`src/sleep_pkg.sv`:
```
// Constants, register map and state codes of the sleep and clock gating block.
// Assumes a 32-bit register port with byte addresses and one main clock.
package sleep_pkg;

	localparam int ADDR_W = 8;
	localparam int DATA_W = 32;

	// Register byte offsets
	localparam logic [7:0] FREQ_LOOP_CONTROL_OFS = 8'h00;
	localparam logic [7:0] SLEEP_CONFIG_OFS = 8'h04;
	localparam logic [7:0] WAKE_ENABLE_OFS = 8'h08;
	localparam logic [7:0] SLEEP_STATUS_OFS = 8'h0C;

	// freq_loop_control fields
	localparam int LOOP_ENABLE_BIT = 1;
	localparam int KEEP_IN_STANDBY_BIT = 6;
	localparam int REQUEST_DRIVEN_RUN_BIT = 7;
	localparam int COOL_CYCLE_OFF_BIT = 8;
	localparam int FAST_LOCK_OFF_BIT = 9;
	localparam int SKIP_COARSE_LOCK_BIT = 10;
	localparam int LOCK_WAIT_BIT = 11;
	localparam logic [15:0] FREQ_LOOP_CONTROL_RST = 16'h0000;
	localparam logic [15:0] FREQ_LOOP_CONTROL_MASK = 16'h0FC2;

	// sleep_config fields
	localparam int IDLE_LEVEL_LSB = 0;
	localparam int DEEP_SLEEP_SELECT_BIT = 2;
	localparam int SLEEP_AFTER_HANDLER_BIT = 3;
	localparam logic [3:0] SLEEP_CONFIG_RST = 4'h0;
	localparam logic [15:0] WAKE_ENABLE_RST = 16'h0000;

	// sleep_status fields
	localparam int STATUS_STATE_LSB = 0;
	localparam int STATUS_OSC_ON_BIT = 3;
	localparam int STATUS_LOCKED_BIT = 4;
	localparam int STATUS_SLEEPWALK_BIT = 5;
	localparam int STATUS_REQ_LSB = 16;

	// Idle depth codes
	localparam logic [1:0] IDLE_CPU = 2'h0;
	localparam logic [1:0] IDLE_AHB = 2'h1;

	typedef enum logic [2:0] {
		ACTIVE_S = 3'b000,
		IDLE_S = 3'b001,
		STANDBY_S = 3'b010,
		WAKE_S = 3'b011
	} power_state_e;

endpackage

```
`src/sync_if.sv`:
```
// Carrier between the main block and its input synchroniser.
// Assumes both ends sit on the main clock.
`timescale 1ns/1ps
`default_nettype none
interface sync_if #(parameter int W = 1);
	logic [W-1:0] raw;
	logic [W-1:0] clean;
	modport user (output raw, input clean);
	modport sync (input raw, output clean);
endinterface
`default_nettype wire

```
`src/sleep_mode_clock_gating.sv`:
```
// Sleep state control and clock gating for core, buses and the frequency locked loop.
// Assumes core strobes on mclk_i; peripheral requests, wakes and lock are asynchronous.
`timescale 1ns/1ps
`default_nettype none
// How it works
// - Idle stops the core and the level-selected clocks, ignoring bus clock masks.
// - Instruction wait with deep select zero enters idle; software sets level first.
// - Sleep-after-handler also enters the chosen sleep on lowest handler return.
// - Unmasked, high-enough interrupt ends idle and restarts core and modules.
// - Instruction wait with deep select one enters standby; regulator and RAM low power.
// - Standby stops all clocks except a keep-in-standby oscillator, when requested or always-on.
// - Only an enabled asynchronous peripheral interrupt ends standby.
// - After standby wake, core takes handler or resumes per global mask.
// - Peripheral may wake its clock in standby without waking the core.
// - With request-driven run set, oscillator runs only while requested.
// - With request-driven run clear, enabled oscillator runs always outside standby.
// - In standby oscillator is off unless keep-in-standby; then on-demand still applies.
// - Keep-in-standby plus on-demand runs on request; without on-demand runs always.
// - Lock-wait chooses output before lock or only after lock.
// - Skip-coarse-lock set bypasses coarse lock; clear performs it.
// - Fast-lock-off set disables quick lock; clear uses it.
// - Cool-cycle-off set omits chill cycles; clear keeps them.
// - Idle level 0 stops core, 1 adds AHB, 2 adds APB; always-on oscillators run.
module sleep_mode_clock_gating
	import sleep_pkg::*;
#(
	parameter int NREQ = 4
) (
	// Clock, reset, enable
	input wire logic mclk_i,
	input wire logic rstn_i,
	input wire logic ce_i,
	// Register port
	input wire logic [sleep_pkg::ADDR_W-1:0] addr_i,
	input wire logic [sleep_pkg::DATA_W-1:0] wdata_i,
	input wire logic wr_i,
	input wire logic rd_i,
	output logic [sleep_pkg::DATA_W-1:0] rdata_o,
	// Core side
	input wire logic wait_for_interrupt_instr_i,
	input wire logic handler_return_i,
	input wire logic irq_pending_i,
	input wire logic global_interrupt_mask_i,
	output logic take_irq_o,
	output logic resume_o,
	// Peripheral side, asynchronous
	input wire logic [NREQ-1:0] clk_req_i,
	input wire logic [NREQ-1:0] async_wake_i,
	input wire logic loop_locked_i,
	// Clock gates and power modes
	output logic core_clk_en_o,
	output logic ahb_clk_en_o,
	output logic apb_clk_en_o,
	output logic regulator_lp_o,
	output logic ram_lp_o,
	// Frequency locked loop controls
	output logic osc_en_o,
	output logic loop_clk_out_o,
	output logic coarse_lock_en_o,
	output logic quick_lock_en_o,
	output logic chill_en_o
);
	import sleep_pkg::*;

	// Status word carries at most 16 request bits
	if (NREQ < 1 || NREQ > 16) begin : g_nreq_bad
		$error("NREQ must be 1 to 16");
	end

	power_state_e state;
	power_state_e next_state;
	logic [15:0] freq_loop_control;
	logic [3:0] sleep_config;
	logic [NREQ-1:0] wake_enable;
	logic [NREQ-1:0] req_sync;
	logic [NREQ-1:0] wake_sync;
	logic locked;
	logic req_any;
	logic sleep_go;
	logic stby_wake;
	logic [1:0] idle_level;
	logic deep_sel;
	logic after_handler;
	logic loop_en;
	logic on_demand;
	logic keep_stby;
	logic lock_wait;

	// Asynchronous inputs share one synchroniser
	sync_if #(.W(2 * NREQ + 1)) sync_bus ();
	assign sync_bus.raw = {loop_locked_i, async_wake_i, clk_req_i};
	assign {locked, wake_sync, req_sync} = sync_bus.clean;

	in_sync #(.W(2 * NREQ + 1)) u_sync (
		.mclk_i(mclk_i),
		.rstn_i(rstn_i),
		.ce_i(ce_i),
		.port(sync_bus)
	);

	// Field views
	assign idle_level = sleep_config[IDLE_LEVEL_LSB +: 2];
	assign deep_sel = sleep_config[DEEP_SLEEP_SELECT_BIT];
	assign after_handler = sleep_config[SLEEP_AFTER_HANDLER_BIT];
	assign loop_en = freq_loop_control[LOOP_ENABLE_BIT];
	assign on_demand = freq_loop_control[REQUEST_DRIVEN_RUN_BIT];
	assign keep_stby = freq_loop_control[KEEP_IN_STANDBY_BIT];
	assign lock_wait = freq_loop_control[LOCK_WAIT_BIT];

	assign req_any = |req_sync;
	// or on return from last handler
	assign sleep_go = wait_for_interrupt_instr_i || (handler_return_i && after_handler);
	assign stby_wake = |(wake_sync & wake_enable);

	// Power state sequencing
	always_comb begin
		next_state = state;
		unique case (state)
			ACTIVE_S: begin
				if (sleep_go) begin
					next_state = deep_sel ? STANDBY_S : IDLE_S;
				end
			end
			IDLE_S: begin
				if (irq_pending_i) begin
					next_state = WAKE_S;
				end
			end
			STANDBY_S: begin
				if (stby_wake) begin
					next_state = WAKE_S;
				end
			end
			WAKE_S: begin
				next_state = ACTIVE_S;
			end
			default: begin
				next_state = ACTIVE_S;
			end
		endcase
	end

	always_ff @(posedge mclk_i) begin
		if (!rstn_i) begin
			state <= ACTIVE_S;
		end else if (ce_i) begin
			state <= next_state;
		end
	end

	// handler or resume chosen on leaving wake
	always_ff @(posedge mclk_i) begin
		if (!rstn_i) begin
			take_irq_o <= 1'b0;
			resume_o <= 1'b0;
		end else if (ce_i) begin
			take_irq_o <= (state == WAKE_S) && !global_interrupt_mask_i;
			resume_o <= (state == WAKE_S) && global_interrupt_mask_i;
		end
	end

	// core only after bus clocks are back
	assign core_clk_en_o = (state == ACTIVE_S);
	assign ahb_clk_en_o = (state == ACTIVE_S) || (state == WAKE_S) ||
		((state == IDLE_S) && (idle_level == IDLE_CPU));
	assign apb_clk_en_o = (state == ACTIVE_S) || (state == WAKE_S) ||
		((state == IDLE_S) && (idle_level <= IDLE_AHB));
	// low power supply and RAM in standby
	assign regulator_lp_o = (state == STANDBY_S);
	assign ram_lp_o = (state == STANDBY_S);

	// Oscillator gating; with keep-in-standby set, requests also wake it in standby for sleepwalking
	always_comb begin
		if (!loop_en) begin
			osc_en_o = 1'b0;
		end else if (state == STANDBY_S) begin
			// standby keeps only requested or always-on
			// request runs clock with core asleep
			osc_en_o = keep_stby && (!on_demand || req_any);
		end else begin
			osc_en_o = !on_demand || req_any;
		end
	end

	// hold output until lock when asked
	assign loop_clk_out_o = osc_en_o && (!lock_wait || locked);
	assign coarse_lock_en_o = !freq_loop_control[SKIP_COARSE_LOCK_BIT];
	assign quick_lock_en_o = !freq_loop_control[FAST_LOCK_OFF_BIT];
	assign chill_en_o = !freq_loop_control[COOL_CYCLE_OFF_BIT];

	// Register writes; unimplemented bits never stored
	always_ff @(posedge mclk_i) begin
		if (!rstn_i) begin
			freq_loop_control <= FREQ_LOOP_CONTROL_RST;
			sleep_config <= SLEEP_CONFIG_RST;
			wake_enable <= WAKE_ENABLE_RST[NREQ-1:0];
		end else if (ce_i && wr_i) begin
			if (addr_i == FREQ_LOOP_CONTROL_OFS) begin
				freq_loop_control <= wdata_i[15:0] & FREQ_LOOP_CONTROL_MASK;
			end
			if (addr_i == SLEEP_CONFIG_OFS) begin
				sleep_config <= wdata_i[3:0];
			end
			if (addr_i == WAKE_ENABLE_OFS) begin
				wake_enable <= wdata_i[NREQ-1:0];
			end
		end
	end

	// Read data one cycle after the strobe, zero otherwise
	always_ff @(posedge mclk_i) begin
		if (!rstn_i) begin
			rdata_o <= '0;
		end else if (ce_i) begin
			rdata_o <= '0;
			if (rd_i) begin
				unique case (addr_i)
					FREQ_LOOP_CONTROL_OFS: rdata_o[15:0] <= freq_loop_control;
					SLEEP_CONFIG_OFS: rdata_o[3:0] <= sleep_config;
					WAKE_ENABLE_OFS: rdata_o[NREQ-1:0] <= wake_enable;
					SLEEP_STATUS_OFS: begin
						rdata_o[STATUS_STATE_LSB +: 3] <= state;
						rdata_o[STATUS_OSC_ON_BIT] <= osc_en_o;
						rdata_o[STATUS_LOCKED_BIT] <= locked;
						rdata_o[STATUS_SLEEPWALK_BIT] <= (state == STANDBY_S) && req_any;
						rdata_o[STATUS_REQ_LSB +: NREQ] <= req_sync;
					end
					default: rdata_o <= '0;
				endcase
			end
		end
	end
endmodule
`default_nettype wire

```
`src/in_sync.sv`:
```
// Three-stage synchroniser for inputs arriving from outside the main clock.
// Assumes the raw side may change at any time; the clean side is mclk_i.
`timescale 1ns/1ps
`default_nettype none
module in_sync #(
	parameter int W = 1
) (
	// Clock, reset, enable
	input wire logic mclk_i,
	input wire logic rstn_i,
	input wire logic ce_i,
	// Carrier
	sync_if.sync port
);
	logic [W-1:0] stage1;
	logic [W-1:0] stage2;
	logic [W-1:0] stage3;
	logic [W-1:0] clean;

	// A carrier without bits cannot be served
	if (W < 1) begin : g_w_bad
		$error("W must be at least 1");
	end

	// Shift chain; stage1 only feeds stage2 to contain metastability
	always_ff @(posedge mclk_i) begin
		if (!rstn_i) begin
			stage1 <= '0;
			stage2 <= '0;
			stage3 <= '0;
		end else if (ce_i) begin
			stage1 <= port.raw;
			stage2 <= stage1;
			stage3 <= stage2;
		end
	end

	// Accept a bit only once two late stages agree
	always_ff @(posedge mclk_i) begin
		if (!rstn_i) begin
			clean <= '0;
		end else if (ce_i) begin
			for (int i = 0; i < W; i++) begin
				if (stage2[i] == stage3[i]) begin
					clean[i] <= stage3[i];
				end
			end
		end
	end

	assign port.clean = clean;
endmodule
`default_nettype wire

```
`config.mk`:
```
export PLATFORM = sky130hd
export DESIGN_NAME = sleep_mode_clock_gating
export DESIGN_NICKNAME = d
export VERILOG_FILES = /design/src/sleep_pkg.sv /design/src/sync_if.sv /design/src/sleep_mode_clock_gating.sv /design/src/in_sync.sv
export SDC_FILE = /design/constraint.sdc
export NUM_CORES = 1
export LEC_CHECK = 0
export BUFFER_PORTS_ARGS = -buffer_cell sky130_fd_sc_hd__buf_2
export CELL_PAD_IN_SITES_DETAIL_PLACEMENT = 0
export CELL_PAD_IN_SITES_GLOBAL_PLACEMENT = 1
export CORE_MARGIN = 2
export CORE_UTILIZATION = 41
export DETAILED_ROUTE_END_ITERATION = 8
export PLACE_DENSITY = 0.85
export SLEW_MARGIN = 20
export SYNTH_ARGS = -nofsm -noshare
export SYNTH_HDL_FRONTEND = slang
export SYNTH_HIERARCHICAL = 1
export SYNTH_SLANG_ARGS = --single-unit
```
`constraint.sdc`:
```
create_clock -name mclk_i -period 2.55 [get_ports mclk_i]
set_clock_uncertainty 0.15 [all_clocks]
set_input_delay 0.1275 -clock mclk_i [delete_from_list [all_inputs] [get_ports mclk_i]]
set_output_delay 0.1275 -clock mclk_i [all_outputs]
set_load 0.02 [all_outputs]
```
* After elaboration in Yosys (flattened, before gate mapping)
Index checks and enable logic that the tools add are counted.
** Storage, ports and cells
- Flip-flop bits (word level) :: 88
- Bits of input ports :: 58
- Output and inout bits :: 44
- Word-level logic and storage cells :: 90
** Cells by class
- $lt $le $gt $ge :: 1
- Eq/ne operators :: 18
- Muxes and demuxes :: 12
- Bitwise logic cells :: 1
- Reductions and logical operators :: 39
** Operators by type and width (count)
- 2-bit AND reduction :: 12
- 20-bit two-way mux :: 1
- 8-bit by 4-bit equality test with 1-bit output, second input constant :: 2
- 4-bit one-hot mux with 4 select lines :: 1
- 1-bit equality test :: 9
- 1-bit logical AND :: 9
- 3-bit two-way mux :: 3
- 3-bit one-hot mux with 3 select lines :: 1
- 8-bit by 3-bit equality test with 1-bit output, second input constant :: 1
- 8-bit zero test :: 1
- 4-bit OR reduction :: 2
- 3-bit by 2-bit equality test with 1-bit output, second input constant :: 2
- 1-bit zero test :: 6
- 1-bit logical OR :: 6
- 6-bit two-way mux :: 1
- 4-bit bitwise AND :: 1
- 2-bit two-way mux :: 2
- 4-bit two-way mux :: 1
- 2-bit by 1-bit inequality test with 1-bit output, second input constant :: 2
- 4-bit AND reduction :: 1
- 3-bit by 1-bit equality test with 1-bit output, second input constant :: 1
- 3-bit zero test :: 1
- 2-bit by 1-bit less-or-equal comparator with 1-bit output, second input constant :: 1
- 2-bit zero test :: 1
- 2 further kinds :: 3

* Logic depth before layout (Yosys ltp)
- Depth after elaboration :: 7
- Mapped depth :: 6
- Gate-level depth less buffers :: 6

* Modules after synthesis
Netlist, hierarchy kept.
** By module, submodules not included
- sleep_mode_clock_gating :: times used 1, cells each 197, area an instance 1749.2 um^2, sequential area each 700.7 um^2
- in_sync :: times used 1, cells each 145, area an instance 1491.4 um^2, sequential area each 720.7 um^2

* Worst setup path after synthesis
Ideal clock, no wire load.
- Path kind :: register to output
- Start :: reg state[0]
- End :: out loop_clk_out_o
- Data arrival time :: 2.134 ns
- Required time :: 2.273 ns
- Setup slack :: 0.139 ns
- Stages on the path, launching flop included :: 5
- Buffers on the path :: 0
- Path through :: dfxtp_1 inv_1 ha_1 a221oi_1 a21boi_0
** On the way
- Cells in the longest elaborated chain, start to end :: 4
** RTL lines
- from (decl) :: line sleep_mode_clock_gating.sv:70 : power_state_e state;
- from (signal assigned) :: line sleep_mode_clock_gating.sv:147 : state <= next_state;
- 3-bit by 2-bit equality test with 1-bit output
- named net ram_lp_o :: line sleep_mode_clock_gating.sv:55 : output logic ram_lp_o,
- 1-bit two-way mux :: line sleep_mode_clock_gating.sv:176 : end else if (state == STANDBY_S) begin
- 1-bit two-way mux :: line sleep_mode_clock_gating.sv:174 : if (!loop_en) begin
- named net osc_en_o :: line sleep_mode_clock_gating.sv:57 : output logic osc_en_o,
- 1-bit logical AND :: line sleep_mode_clock_gating.sv:186 : assign loop_clk_out_o = osc_en_o && (!lock_wait || locked);
- to (decl) :: line sleep_mode_clock_gating.sv:58 : output logic loop_clk_out_o,
The timed path passes the listed nets, and every way through them passes these cells.

* Worst setup path in the final report
- Start :: reg state[0]
- End :: out loop_clk_out_o
** On the way
- Cells in the longest elaborated chain, start to end :: 4
** RTL lines (line)
- 3-bit by 2-bit equality test with 1-bit output :: sleep_mode_clock_gating.sv:176
- 1-bit two-way mux :: sleep_mode_clock_gating.sv:176
- 1-bit two-way mux :: sleep_mode_clock_gating.sv:174
- 1-bit logical AND :: sleep_mode_clock_gating.sv:186
Every way passes these cells.

==> qor.txt <==
total wire length - 6576 um
Mapped Area - 3241 sq um
Final WS setup - 0.2137 ns
Worst setup endpoint - loop_clk_out_o
async set-or-reset flop fraction in the synthesized netlist - 0%
commonest non-fill, non-tap cells in the layout - dfxtp_1, buf_2, nor2_1
HPWL after DPL - 4506 um
CP peak stage delay - 0.49 ns
nets - 482
clock edge transition at the registers on the reported setup and hold paths - 0.07 ns
total number of vias - 2585
DP Worst Slack - 0.4223 ns
Die Height - 92.91 um
switching pwr - 565.8 uW
worst r2r path cells - 5
status - completed
Post-synth EDFFs - 0
CP endpoint kind - primary output
Port-buffer cells - 63
Setup TNS - 0 ns
Initial Util - 42.15%
reg2reg start - state[0]
met3 routed WL - 385 um
P_int - 1734 uW
Slew HR - 34.04%
drt first pass iters - 4
register share of total power - 49.9%
Synth Flop Type - dfxtp_1
Synth Area in Adders - 1.931%
Clock Power Share - 39.2%
io pins - 102
multi-input logic area - 1544 sq um
total track usage - 15.85%
Reg2Reg Setup Slack - 0.62 ns
global-route wire length before repair - 11030 um
Max Slew Vio Count - 0
Die ar. - 8631 sq um
CP Cell Sequence - inv_1 > ha_1 > a221oi_1 > a21boi_0 > buf_2
Worst EP arrival - 2.06 ns
syn avg cell area - 9.475 sq um
main combinational cell family by area after synthesis - simple AND/OR/NAND/NOR gates
flops & latches, synth - 71
Required @ worst endpoint - 2.27 ns
CTS tree - built
Yosys cell types - 43
CTS max path bufs - 2
Highest Clock Rate - 428.0 MHz
gpl congestion - 0.8061
clk sink count - 71
cts repair resizes - 0
WS Path Type - reg2out
crit path launch - state[0]
CORE AREA - 7687 sq um
top sig layer - met4
Startpoint Class - flop
CP top delay family - compound AO/OA/AOI/OAI gates
PwrDens - 588.3 nW/um^2
Seq. cell area - 1421 sq um
WL/cell - 12.50 um
maxcap violations - 0
Crit Path Max Fanout - 6
post-route ant nets - 0
total grt overflow - 0
Post-Syn Instances - 342
DR DRC count - 0
Synth Area in Simple Gates - 17.76%
period utilization - 91.62%
ant diodes - 0
CP max-delay cell - a221oi_1
share of cells above drive strength 1 - 22.64%
DR vias/cell - 4.914
crit path buf inv count - 2
XOR/XNOR Fraction of Synth Area - 0%
Final Util - 50.85%
sequential share of the synthesized area - 43.86%
Worst path depth - 5
multiplexer area fraction after synthesis - 14.02%
Max IR drop VDD - 0.0004152 V
# setup viols final - 0
Syn. warnings - 6
Hold Crit Class - in2reg
H-tree levels - 3
num rows - 32
commonest non-fill, non-tap cell in the layout - dfxtp_1
Pleak - 0.001733 uW
worst-margin pin slew - 0.9883 ns
CTS buffer count - 9
Tmin final - 2.336 ns
CTS root buf - clkbuf_8
Fill cells - 755
initial antenna violation count - 0
Fin. Hold Viols - 0
die width - 92.91 um
met1 WL - 3222 um
combinational power share - 11.0%
latest clock arrival within the worst-skew pair - 0.33 ns
routed wl met2 - 2933 um
vias in the first global route - 2372
Compound-Gate Fraction of Synth Area - 12.08%
unrepaired setup endpoints after global routing - no
worst r2r dst - rdata_o[3]
Layout area overhead - 20.62%
Detailed Route Iter0 Violations - 121
largest net degree at the start of global routing - 55
Switching Fraction - 24.60%
==> through the flow <==
step	cell area, sq um	hold WS (ns)	cells	power (uW)
5_1_grt	3909	0.06074	526	2415
3_3_place_gp	3501	0.2075	490	1395
4_1_cts	3909	0.05116	526	2329
2_1_floorplan	3297	0.1214	357	1358
3_5_place_dp	3501	0.2199	490	1401
6_report	3909	0.06536	526	2300
==> power groups by stage <==
stage,clock network (uW),registers [uW],logic (uW)
3_5_place_dp,0,1170,229
4_1_cts,930,1150,253
5_1_grt,984,1150,282
2_1_floorplan,0,1170,191
3_3_place_gp,0,1170,224
6_report,901,1150,252
==> registers in the layout, summed over array words and instances, names as in the netlist <==
register / cells
freq_loop_control: 7
rdata_o: 16
resume_o: 1
sleep_config: 4
state: 2
take_irq_o: 1
u_sync/port.clean: 9
u_sync/stage1: 9
u_sync/stage2: 9
u_sync/stage3: 9
wake_enable: 4
==> worst min path at each step <==
| stage | start | endpoint | slack [ns] | cells after the start |
|---|---|---|---|---|
| final | rstn_i | u_sync/port.clean[6] | 0.07 | 3 |
| after detailed placement | wdata_i[11] | freq_loop_control[11] | 0.22 | 3 |
| after global placement | wdata_i[11] | freq_loop_control[11] | 0.21 | 3 |
| after floorplan | wdata_i[10] | freq_loop_control[10] | 0.12 | 2 |
| after global routing | rstn_i | u_sync/port.clean[7] | 0.06 | 3 |
| after CTS | rstn_i | u_sync/port.clean[2] | 0.05 | 3 |
==> area by class of cell <==
class,count,area share (%)
clock buffers,11,3.873
clock inverters,5,1.440
inverters,22,2.177
multi-input cells,231,39.50
flip-flops and latches,71,36.36
well taps,102,3.265
repair buffers,84,13.38
==> synthesized netlist by cell type, types with 2 or more instances <==
| cell | n | area (sq um) |
|---|---|---|
| a21oi_1 | 25 | 125.1 |
| a22o_1 | 3 | 26.28 |
| a32oi_1 | 4 | 35.03 |
| and2_1 | 2 | 12.51 |
| buf_2 | 2 | 10.01 |
| buf_4 | 18 | 135.1 |
| buf_6 | 7 | 78.83 |
| clkbuf_1 | 6 | 22.52 |
| dfxtp_1 | 71 | 1421 |
| ha_1 | 5 | 62.56 |
| inv_1 | 20 | 75.07 |
| mux2i_1 | 42 | 420.4 |
| nand2_1 | 24 | 90.09 |
| nand2b_1 | 2 | 12.51 |
| nand3_1 | 15 | 75.07 |
| nor2_1 | 49 | 183.9 |
| nor2b_1 | 8 | 50.05 |
| nor2b_4 | 4 | 55.05 |
| nor4_1 | 2 | 12.51 |
| o211ai_1 | 2 | 15.01 |
| o32ai_1 | 5 | 43.79 |
| o32ai_2 | 4 | 65.06 |
| o41ai_1 | 2 | 17.52 |
==> cells by family after synthesis <==
logic type / count (synthesis)
compound gates: 53
fa+ha+maj: 5
buf+inv: 55
flops: 71
mux: 44
other cells: 1
simple gates: 113
==> worst min-delay path: cells and delay by family <==
kind,cells,cell delay [ns]
compound gates,1,0.05
buf+inv,1,0.21
simple gates,1,0.11
==> repair_timing <==
| action | 4_1_cts | 5_1_grt |
|---|---|---|
| setup buffers | 0 | 0 |
| endpoints found under the hold margin | 26 | 0 |
| hold buffers | 20 | 0 |
==> layer usage <==
metal,GRT usage [%],vias up
met5,0,-
met4,3.186,0
met3,5.289,7
met2,24.76,78
met1,21.46,1193
li1,-,1307
(Power assumes the default switching activity.)
